File: config.mk
export PLATFORM = sky130hd
export DESIGN_NAME = module_reset_power_sequencer
export DESIGN_NICKNAME = d
export VERILOG_FILES = /design/src/verilog/seq_pkg.sv /design/src/verilog/module_reset_power_sequencer.sv
export SDC_FILE = /design/constraint.sdc
export NUM_CORES = 1
export LEC_CHECK = 0
export BUFFER_PORTS_ARGS = -buffer_cell sky130_fd_sc_hd__buf_2
export CAP_MARGIN = 10
export CORE_MARGIN = 4
export CORE_UTILIZATION = 45
export CTS_CLUSTER_SIZE = 24
export DETAILED_ROUTE_END_ITERATION = 7
export PLACE_DENSITY = 0.62
export RECOVER_POWER = 50
export SLEW_MARGIN = 15
export SYNTH_ARGS = -nofsm -noshare
export SYNTH_HDL_FRONTEND = slang
export SYNTH_SLANG_ARGS = --single-unit
File: constraint.sdc
create_clock -name clock -period 6.85 [get_ports clock]
set_clock_uncertainty 0.2 [all_clocks]
set_input_delay 1.0275 -clock clock [delete_from_list [all_inputs] [get_ports clock]]
set_output_delay 1.0275 -clock clock [all_outputs]
set_load 0.005 [all_outputs]
File: src/verilog/seq_pkg.sv
package seq_pkg;

  // ----------------------------------------
  // Timing at 125 MHz
  // ----------------------------------------
  localparam int unsigned CLK_KHZ = 125000;
  localparam int unsigned HARD_RST_DELAY_MS = 200;
  localparam int unsigned PWR_OFF_PRESS_S = 8;
  localparam int unsigned PWR_ON_HOLD_MS = 600;
  localparam int unsigned HARD_RST_DELAY_CYC = HARD_RST_DELAY_MS * CLK_KHZ;
  localparam int unsigned PWR_OFF_PRESS_CYC = PWR_OFF_PRESS_S * 1000 * CLK_KHZ;
  localparam int unsigned PWR_ON_HOLD_CYC = PWR_ON_HOLD_MS * CLK_KHZ;
  localparam int unsigned RAMP_STEP_CYC = 1250;
  localparam int unsigned TIMER_W = 32;

  // ----------------------------------------
  // Reset values
  // ----------------------------------------
  localparam logic RST_ASSERTED = 1'h0;
  localparam logic CARD_BANK_DEFAULT = 1'h1;

  // ----------------------------------------
  // Sequencer states
  // ----------------------------------------
  typedef enum logic [2:0] {
    ST_OFF = 3'b000,
    ST_WAIT = 3'b001,
    ST_RAMP = 3'b010,
    ST_ON = 3'b011,
    ST_SOFT_OFF = 3'b100
  } seq_state_e;

  // Synchronised pin levels
  typedef struct packed {
    logic power_cycle_n;
    logic button_n;
    logic cold_n;
    logic mcu_warm_n;
    logic main_warm_n;
    logic supply;
    logic vsel;
    logic wdog;
  } pins_s;

  // Reset status outputs
  typedef struct packed {
    logic cold_n;
    logic mcu_warm_n;
    logic main_warm_n;
  } status_s;

endpackage

File: src/verilog/module_reset_power_sequencer.sv
`timescale 1ns/1ps
module module_reset_power_sequencer #(
  parameter int unsigned HARD_RST_DELAY = seq_pkg::HARD_RST_DELAY_CYC,
  parameter int unsigned PWR_OFF_PRESS = seq_pkg::PWR_OFF_PRESS_CYC,
  parameter int unsigned PWR_ON_HOLD = seq_pkg::PWR_ON_HOLD_CYC,
  parameter int unsigned RAMP_STEP = seq_pkg::RAMP_STEP_CYC
) (
  input wire logic clock,
  input wire logic rst,
  input wire logic clock_en,
  input wire logic module_power_cycle_reset_n,
  input wire logic power_button_n,
  input wire logic cold_reset_in_n,
  input wire logic mcu_domain_warm_reset_n,
  input wire logic main_domain_warm_reset_req_n,
  input wire logic main_supply_present,
  input wire logic card_bank_voltage_select,
  input wire logic watchdog_expired,
  output logic supply_enable,
  output logic cold_reset_status_n,
  output logic mcu_domain_warm_reset_status_n,
  output logic main_domain_warm_reset_status_n,
  output logic power_sequence_done,
  output logic card_bank_supply
);

  // ----------------------------------------
  // Input synchronisers
  // ----------------------------------------
  seq_pkg::pins_s raw;
  seq_pkg::pins_s meta_r;
  seq_pkg::pins_s sync_r;

  assign raw = '{module_power_cycle_reset_n, power_button_n, cold_reset_in_n,
                 mcu_domain_warm_reset_n, main_domain_warm_reset_req_n,
                 main_supply_present, card_bank_voltage_select, watchdog_expired};

  // Reset values assert hard reset and show no supply; the other pins start at their inactive levels
  always_ff @(posedge clock or posedge rst)
  begin
    if (rst)
    begin
      meta_r <= '{1'h0, 1'h1, 1'h1, 1'h1, 1'h1, 1'h0, 1'h1, 1'h0};
      sync_r <= '{1'h0, 1'h1, 1'h1, 1'h1, 1'h1, 1'h0, 1'h1, 1'h0};
    end
    else if (clock_en)
    begin
      meta_r <= raw;
      sync_r <= meta_r;
    end
  end

  // ----------------------------------------
  // Sequencer
  // ----------------------------------------
  seq_pkg::seq_state_e state_r, state_nxt;
  logic [seq_pkg::TIMER_W-1:0] timer_r, timer_nxt;
  logic [seq_pkg::TIMER_W-1:0] btn_cnt_r, btn_cnt_nxt;
  logic btn_lvl_r, btn_lvl_nxt;
  logic first_done_r, first_done_nxt;
  logic off_req, on_req;
  logic power_ok;

  // Both power conditions must hold at once
  assign power_ok = sync_r.power_cycle_n & sync_r.supply;

  // Button run length: restarts on every level change, so a glitch resets it
  always_comb
  begin
    btn_lvl_nxt = sync_r.button_n;
    btn_cnt_nxt = btn_cnt_r;
    if (!first_done_r)
      btn_cnt_nxt = '0;
    else if (sync_r.button_n != btn_lvl_r)
      btn_cnt_nxt = '0;
    else if (btn_cnt_r != '1)
      btn_cnt_nxt = btn_cnt_r + 1'h1;
  end

  // Long low press and held high level decoded from the run length
  assign off_req = first_done_r && !btn_lvl_r &&
                   btn_cnt_r == seq_pkg::TIMER_W'(PWR_OFF_PRESS - 1);
  assign on_req = first_done_r && btn_lvl_r &&
                  btn_cnt_r == seq_pkg::TIMER_W'(PWR_ON_HOLD - 1);

  // Next state; hard reset or supply loss always wins and powers down
  always_comb
  begin
    state_nxt = state_r;
    timer_nxt = timer_r;
    first_done_nxt = first_done_r;
    if (!power_ok)
    begin
      state_nxt = seq_pkg::ST_OFF;
      timer_nxt = '0;
    end
    else
    begin
      case (state_r)
        seq_pkg::ST_OFF:
        begin
          state_nxt = seq_pkg::ST_WAIT;
          timer_nxt = '0;
        end
        seq_pkg::ST_WAIT:
        begin
          if (timer_r == seq_pkg::TIMER_W'(HARD_RST_DELAY - 1))
          begin
            state_nxt = seq_pkg::ST_RAMP;
            timer_nxt = '0;
          end
          else
            timer_nxt = timer_r + 1'h1;
        end
        seq_pkg::ST_RAMP:
        begin
          if (timer_r == seq_pkg::TIMER_W'(RAMP_STEP - 1))
          begin
            state_nxt = seq_pkg::ST_ON;
            first_done_nxt = 1'h1;
            timer_nxt = '0;
          end
          else
            timer_nxt = timer_r + 1'h1;
        end
        seq_pkg::ST_ON:
        begin
          if (off_req)
            state_nxt = seq_pkg::ST_SOFT_OFF;
        end
        seq_pkg::ST_SOFT_OFF:
        begin
          if (on_req)
          begin
            state_nxt = seq_pkg::ST_RAMP;
            timer_nxt = '0;
          end
        end
        default:
        begin
          state_nxt = seq_pkg::ST_OFF;
          timer_nxt = '0;
        end
      endcase
    end
  end

  // First-power-up flag survives hard reset; only rst clears it
  always_ff @(posedge clock or posedge rst)
  begin
    if (rst)
    begin
      state_r <= seq_pkg::ST_OFF;
      timer_r <= '0;
      btn_cnt_r <= '0;
      btn_lvl_r <= 1'h1;
      first_done_r <= 1'h0;
    end
    else if (clock_en)
    begin
      state_r <= state_nxt;
      timer_r <= timer_nxt;
      btn_cnt_r <= btn_cnt_nxt;
      btn_lvl_r <= btn_lvl_nxt;
      first_done_r <= first_done_nxt;
    end
  end

  // ----------------------------------------
  // Outputs
  // ----------------------------------------
  seq_pkg::status_s stat_nxt;
  logic seq_term;
  logic supply_nxt, good_nxt, bank_nxt;

  // Sequencer term low for the whole sequence, high once on
  assign seq_term = (state_r == seq_pkg::ST_ON);

  // Next output values; the cold status gates both warm ones
  always_comb
  begin
    supply_nxt = (state_r == seq_pkg::ST_RAMP) || (state_r == seq_pkg::ST_ON);
    good_nxt = seq_term && power_ok;
    stat_nxt.cold_n = sync_r.cold_n & seq_term;
    // Cold reset drags both warm domains along; watchdog hits main domain
    stat_nxt.mcu_warm_n = stat_nxt.cold_n & sync_r.mcu_warm_n;
    stat_nxt.main_warm_n = stat_nxt.cold_n & sync_r.main_warm_n & !sync_r.wdog;
    bank_nxt = sync_r.vsel;
  end

  // Registered outputs; the carrier relies on power good before driving pins
  always_ff @(posedge clock or posedge rst)
  begin
    if (rst)
    begin
      supply_enable <= 1'h0;
      power_sequence_done <= 1'h0;
      cold_reset_status_n <= seq_pkg::RST_ASSERTED;
      mcu_domain_warm_reset_status_n <= seq_pkg::RST_ASSERTED;
      main_domain_warm_reset_status_n <= seq_pkg::RST_ASSERTED;
      card_bank_supply <= seq_pkg::CARD_BANK_DEFAULT;
    end
    else if (clock_en)
    begin
      supply_enable <= supply_nxt;
      power_sequence_done <= good_nxt;
      cold_reset_status_n <= stat_nxt.cold_n;
      mcu_domain_warm_reset_status_n <= stat_nxt.mcu_warm_n;
      main_domain_warm_reset_status_n <= stat_nxt.main_warm_n;
      card_bank_supply <= bank_nxt;
    end
  end
endmodule // module_reset_power_sequencer

== Word level (Yosys, flattened, before mapping) ==
Cells that the tools add are included.
Storage, ports and cells
  register bits: 91
  word-level logic and storage cells: 77
Operators by class
  add/sub/neg operators: 2
  reduce and logical (&&, ||, !) cells: 13
  eq/ne operators: 16
  mux-type cells: 14
  bitwise logic cells: 5
Operators with widths (number)
  32-bit 2-to-1 mux: 7
  32-bit one-hot mux with 4 select lines: 1
  32-bit by 1-bit adder with 32-bit output (second input constant): 2
  32-bit by 11-bit == test with 1-bit output (second input constant): 1
  32-bit by 25-bit == test with 1-bit output (second input constant): 1
  32-bit by 27-bit == test with 1-bit output (second input constant): 1
  32-bit by 30-bit == test with 1-bit output (second input constant): 1
  32-bit != test (second input constant): 1
  3-bit 2-to-1 mux: 5
  3-bit one-hot mux with 5 select lines: 1
  3-bit != test (second input constant): 4
  3-bit by 2-bit == test with 1-bit output (second input constant): 2
  1-bit bitwise AND: 5
  1-bit logical AND: 5
  5-bit AND reduction: 1
  4-bit AND reduction: 1
  3-bit by 1-bit == test with 1-bit output (second input constant): 1
  3-bit == test (second input constant): 1
  3-bit zero test: 1
  3-bit by 1-bit != test with 1-bit output (second input constant): 1
  3-bit AND reduction: 1
  1-bit zero test: 2
  2-bit != test (second input constant): 1
  2-bit AND reduction: 1
  2 further kinds: 2

== Depth between registers and ports, before layout ==
Gate-level depths: netlist (run 1).
  depth in word-level cells: 6
  mapped depth: 9
  mapped depth without buffers: 7

== Least setup slack after synthesis (run 1) ==
No wires, ideal clock.
  kind: input-to-reg
  start: input port clock_en
  end: register timer_r[21] (netlist bit)
  arrival time: 2.643 ns
  buffers on the path: 2
  library setup time: 0.121 ns
  setup slack: 3.886 ns
  stages: 8
  path through: or3b_2 > nor4_1 > a31oi_1 > or2_1 > buf_6 > buf_6 > a21o_1 > a22o_1
Between the ends
  word-level cells in the longest chain between the ends: 1
Ends and longest elaborated chain
  start, declared: RTL line module_reset_power_sequencer.sv:10  | input wire logic clock_en,
  3-bit AND reduction (no line)
  end signal, assigned: RTL line module_reset_power_sequencer.sv:162  | timer_r <= timer_nxt;
  end, declared: RTL line module_reset_power_sequencer.sv:57  | logic [seq_pkg::TIMER_W-1:0] timer_r, timer_nxt;
No other way between the ends.
A chain may end at the register's enable or synchronous reset.

== Worst setup path after layout (run 1) ==
  start: input port clock_en
  end: register timer_r[3] (netlist bit)
Same word-level chain as after synthesis.

==> results of run 1 <==
==> worst paths after layout <==
path	startpoint	to	slack (ps)	cells after the start
worst max-delay path	clock_en	timer_r[3]	1890	7
worst min-delay path	sync_r[0]	main_domain_warm_reset_status_n	290	1
worst max register to register	btn_cnt_r[24]	timer_r[3]	3210	6
worst min register to register	sync_r[0]	main_domain_warm_reset_status_n	290	1
max in group asynchronous	rst	btn_cnt_r[9]	2130	3
min in group asynchronous	rst	timer_r[0]	770	2
==> critical path, stage by stage <==
cell	delay, ps
clkbuf_1	1290
or3b_2	510
nor4_1	190
a31oi_1	230
nor2_1	720
nand2_1	540
o311ai_0	480
==> area by class of cell <==
type	instances	area [um2]	share of cell area
inverters	19	72.6	0.0138
flip-flops and latches	91	2290	0.436
well taps	136	170	0.0323
multi-input cells	391	2430	0.461
repair buffers	19	92.6	0.0176
clock inverters	6	80.1	0.0152
clock buffers	10	128	0.0243
==> metal layers <==
layer	global-route usage	vias up	share of wire
met1	0.296	1988	0.49
met5	0	-	0
li1	-	1961	-
met4	0.0665	0	0.016
met3	0.0334	18	0.060
met2	0.270	137	0.43
==> sequential cells by signal (all words and copies together), names as in the netlist <==
register,cells
card_bank_supply,1
btn_cnt_r,32
meta_r,8
supply_enable,1
state_r,3
mcu_domain_warm_reset_status_n,1
btn_lvl_nxt,1
timer_r,32
power_sequence_done,1
sync_r,6
btn_lvl_r,1
cold_reset_status_n,1
main_domain_warm_reset_status_n,1
first_done_r,1
bank_nxt,1
==> cell usage after synthesis, drive strengths merged (11+ instances only) <==
cell	n	area (um2)
a22o	12	105
nor3	17	85.1
nor4	25	156
o21ai	36	180
clkbuf	11	41.3
inv	19	71.3
xnor2	13	114
nor2	43	164
mux2	20	225
nand3	41	205
a21oi	13	65.1
nand4	18	113
dfstp	12	315
dfrtp	79	1980
nand2	45	169
==> where the power goes <==
group          leakage, nW  switching, mW  internal (mW)  total, mW
logic                0.754         0.0574         0.0338     0.0913
registers             1.21         0.0171          0.563      0.580
clock network        0.110          0.191          0.203      0.394
total                 2.08          0.265          0.800       1.07
==> cells by family (layout without fill, tap and decap cells) <==
logic type / count (synthesis) / in the layout
and+or+nand+nor: 241 / 241
AOI/OAI and AO/OA: 108 / 108
DFF: 91 / 91
buffers and inverters: 38 / 54
muxes: 20 / 20
xor gates and xnor gates: 19 / 19
adders and majority gates: 3 / 3
==> metrics, run 1 <==
PwrDens=203 nW/um2; Setup WS post-layout=1890 ps; RSZ-0062 raised after global routing=false; DR vias=4,104; hold_buf cts=0; fin area=5260 um2; DR pass1 iterations=5; Netlist cell types=56; CTS tree=built; CP arrival=5020 ps; clk_lat worst skew=370 ps; GRT Overall Usage=0.192; post-DP HPWL=7850 um; CP required=6900 ps; setup TNS=0 ps; Min Clock Period, post-route=4960 ps; FILL cells=1,009; post-detailed-route wirelength per cell=17.1 um; WS Path Type=in -> reg; Pins Over Slew Limit=104; CTS root buffer=clkbuf_8; Rel. slew slack=-1.10; post-synth net total=534; Via density=6.11; port bufs=16; most common cell after layout, fill and taps aside=dfrtp_1; die area=12,600 um2; post-layout power=1.07 mW; post-synthesis async set-or-reset flop share=1.00; Post-Synth Adder-Cell Area=0.00769; Post-Synth XOR/XNOR Area=0.0341; Clk pin slew, worst setup/hold paths=90 ps; largest family of logic cells by synthesized area=simple AND/OR/NAND/NOR gates; Post-route DRC=0; Max clock buf depth=2; first-pass GRT wire length=19,900 um; CTS H-tree lvls=3; hold_ws=292 ps; Die X=112 um; post-layout util=0.503; final non-filler cell total=672; Final ANT Viol Nets=0; initial antenna violation count=0; Top FF cell, synth=dfrtp_1; DP Cell Count=656; Max Cap Violations=2; fraction of layout cells with a size suffix above 1=0.123; Antenna Cells=0; Synth Warn #=0; Worst Tran Pin Value=3140 ps; final WL=11,500 um; Die Span Y=112 um; Area Overhead vs Synth=7.87%; Leakage Power=2.08 nW; number of synthesized register bits=91; initial core utilization=0.466; clock buffer count from CTS=9; cts repair resizes=0; Avg Cell Area, Syn=9.38 um2; vias in the first global route=3,928; setup repair bufs after CTS=0; EDFF count, synth=0; routability-driven placement congestion ratio=0.877; period utilization=0.724; global route overflow=0; outcome=complete, but fails checks; worst min path class=reg -> reg; core area=10,500 um2; # IOs=17; sequential-to-total area share from yosys stat=0.470; post-placement cell area=5060 um2; final-report hold violation count=0; Worst setup EP type=register; initial DRC count=272; post-synthesis compound-gate area fraction=0.150; Finish-stage setup viols=0; Place WS=2270 ps; Post-Syn Instances=520; leading cell types in the layout, fill and taps excluded=79 x dfrtp_1, 45 x nand2_1, 42 x nor2_1, 41 x nand3_1, 35 x o21ai_0; failing checks=capacitance limit, slew limit; Final nets=545; Core Rows=37; simple-gate share of the synthesized area=0.258; Peak supply drop=0.130 mV; CP Max Fanout=42; Mapped Area=4880 um2; CTS sink count=91; Startpoint Class=primary input; mux cell area share after synthesis=0.0462; Peak Freq=0.202 GHz; largest net degree at the start of global routing=61
(Power assumes the default switching activity.)
==> inputs of run 2 (changes only) <==
Settings changed: PLACE_DENSITY 0.62 to 0.64.
Clock period 6.85 ns to 4.2 ns, I/O delays scaled along.
==> metrics, run 2 (synthesized netlist as in run 1, its figures left out) <==
outcome=complete, but fails checks (unchanged); failing checks=capacitance limit, slew limit (unchanged); period utilization=0.764; die area=12,600 um2 (unchanged); port bufs=16 (unchanged); Leakage Power=2.14 nW (was 2.08 nW); Pins Over Slew Limit=69 (was 104); Rel. slew slack=-0.212 (was -1.10); Min Clock Period, post-route=3210 ps; setup repair bufs after CTS=0 (unchanged); Final nets=553 (was 545); Core Rows=37 (unchanged); fraction of layout cells with a size suffix above 1=0.138 (was 0.123); initial core utilization=0.466 (unchanged); initial antenna violation count=0 (unchanged); Final ANT Viol Nets=0 (unchanged); Worst Tran Pin Value=1810 ps (was 3140 ps); Antenna Cells=0 (unchanged); RSZ-0062 raised after global routing=false (unchanged); PwrDens=341 nW/um2 (was 203 nW/um2); largest net degree at the start of global routing=42 (was 61); clock buffer count from CTS=9 (unchanged); clk_lat worst skew=370 ps (about the same); Via density=6.14 (was 6.11); FILL cells=1,006 (was 1,009); global route overflow=0 (unchanged); hold_ws=287 ps (was 292 ps); Startpoint Class=register (was primary input); setup TNS=0 ps (unchanged); core area=10,500 um2 (unchanged); cts repair resizes=0 (unchanged); Die X=112 um (unchanged); CTS root buffer=clkbuf_8 (unchanged); most common cell after layout, fill and taps aside=dfrtp_1 (unchanged); initial DRC count=263 (was 272); routability-driven placement congestion ratio=0.907 (was 0.877); CTS H-tree lvls=3 (unchanged); hold_buf cts=0 (unchanged); Area Overhead vs Synth=9.75% (was 7.87%); Top Registers=btn_cnt_r: 32 flops, timer_r: 32 flops, meta_r: 8 flops (unchanged); CTS sink count=91 (unchanged); WS Path Type=reg -> reg (was in -> reg); final-report hold violation count=0 (unchanged); post-DP HPWL=8040 um (was 7850 um); Worst setup EP type=register (unchanged); leading cell types in the layout, fill and taps excluded=79 x dfrtp_1, 45 x nand2_1, 42 x nor2_1, 41 x nand3_1, 35 x o21ai_0 (unchanged); CP arrival=3320 ps (was 5020 ps); DR vias=4,172 (was 4,104); Peak supply drop=0.242 mV (was 0.130 mV); worst min path class=in -> reg (was reg -> reg); CP Max Fanout=24 (was 42); GRT Overall Usage=0.198 (was 0.192); CP required=4310 ps (was 6900 ps); final WL=11,900 um (was 11,500 um); DR pass1 iterations=5 (unchanged); CTS tree=built (unchanged); Peak Freq=0.312 GHz; Clk pin slew, worst setup/hold paths=90 ps (about the same); post-layout util=0.512 (was 0.503); Finish-stage setup viols=0 (unchanged); vias in the first global route=4,020 (was 3,928); Max Cap Violations=2 (unchanged); # IOs=17 (unchanged); Die Span Y=112 um (unchanged); post-detailed-route wirelength per cell=17.5 um (was 17.1 um); Max clock buf depth=2 (unchanged); Post-route DRC=0 (unchanged); first-pass GRT wire length=20,600 um (was 19,900 um)
## run 2: cell count changes in the layout (fill, tap and decap cells not counted)
| cell | previous run | this run |
|---|---|---|
| clkbuf_1 | 7 | 5 |
| buf_2 | 11 | 15 |
| nor4_2 | 1 | 0 |
| clkinv_2 | 4 | 0 |
| clkinv_4 | 0 | 1 |
| bufinv_16 | 2 | 3 |
| buf_4 | 2 | 9 |
| nor4_1 | 24 | 25 |
| clkbuf_8 | 9 | 10 |
## run 2: worst max-delay path: stages, from the launching register on
cell and delay (ps):
dfrtp_1 460, or4b_1 530, nor4_1 390, a31oi_1 280, or2_1 270, buf_4 230
nor2_2 540, a22o_1 240
## run 2: layer usage
| layer | share of wire | GRT usage |
|---|---|---|
| met5 | 0 | 0 |
| met4 | 0.021 | 0.0769 |
| met3 | 0.048 | 0.0253 |
| met2 | 0.45 | 0.302 |
| met1 | 0.48 | 0.287 |
## run 2: report_power, final
part           internal, mW  total [mW]  switching, mW
combinational        0.0582       0.156         0.0977
clock                 0.413       0.724          0.311
sequential            0.919       0.945         0.0261
total                  1.39        1.82          0.434
## run 2: through the flow
step	total power [mW]	area, um2	setup WS, ps	instances
2_1_floorplan	1.07	4880	1030	520
3_3_place_gp	1.11	5120	990	664
3_5_place_dp	1.12	5120	916	664
4_1_cts	1.85	5360	1010	680
5_1_grt	1.91	5350	643	680
6_report	1.82	5350	992	680
## run 2: path summary, 6_finish.rpt
kind | from | to | slack, ps | cells after the start
max | btn_cnt_r[17] | timer_r[6] | 990 | 7
min | module_power_cycle_reset_n | meta_r[7] | 290 | 2
max reg2reg | btn_cnt_r[17] | timer_r[6] | 990 | 7
min reg2reg | sync_r[0] | main_domain_warm_reset_status_n | 290 | 1
max in group asynchronous | rst | timer_r[1] | 1240 | 3
min in group asynchronous | rst | btn_cnt_r[18] | 510 | 2
## run 2: cell type report
class                      count  area [um2]  share of cell area
multi-input combinational    391        2420               0.452
sequential                    91        2290               0.428
tap                          136         170              0.0318
clock inverter                 4        98.8              0.0185
inverter                      19        72.6              0.0136
timing repair buffer          27         154              0.0287
clock buffer                  12         145              0.0271
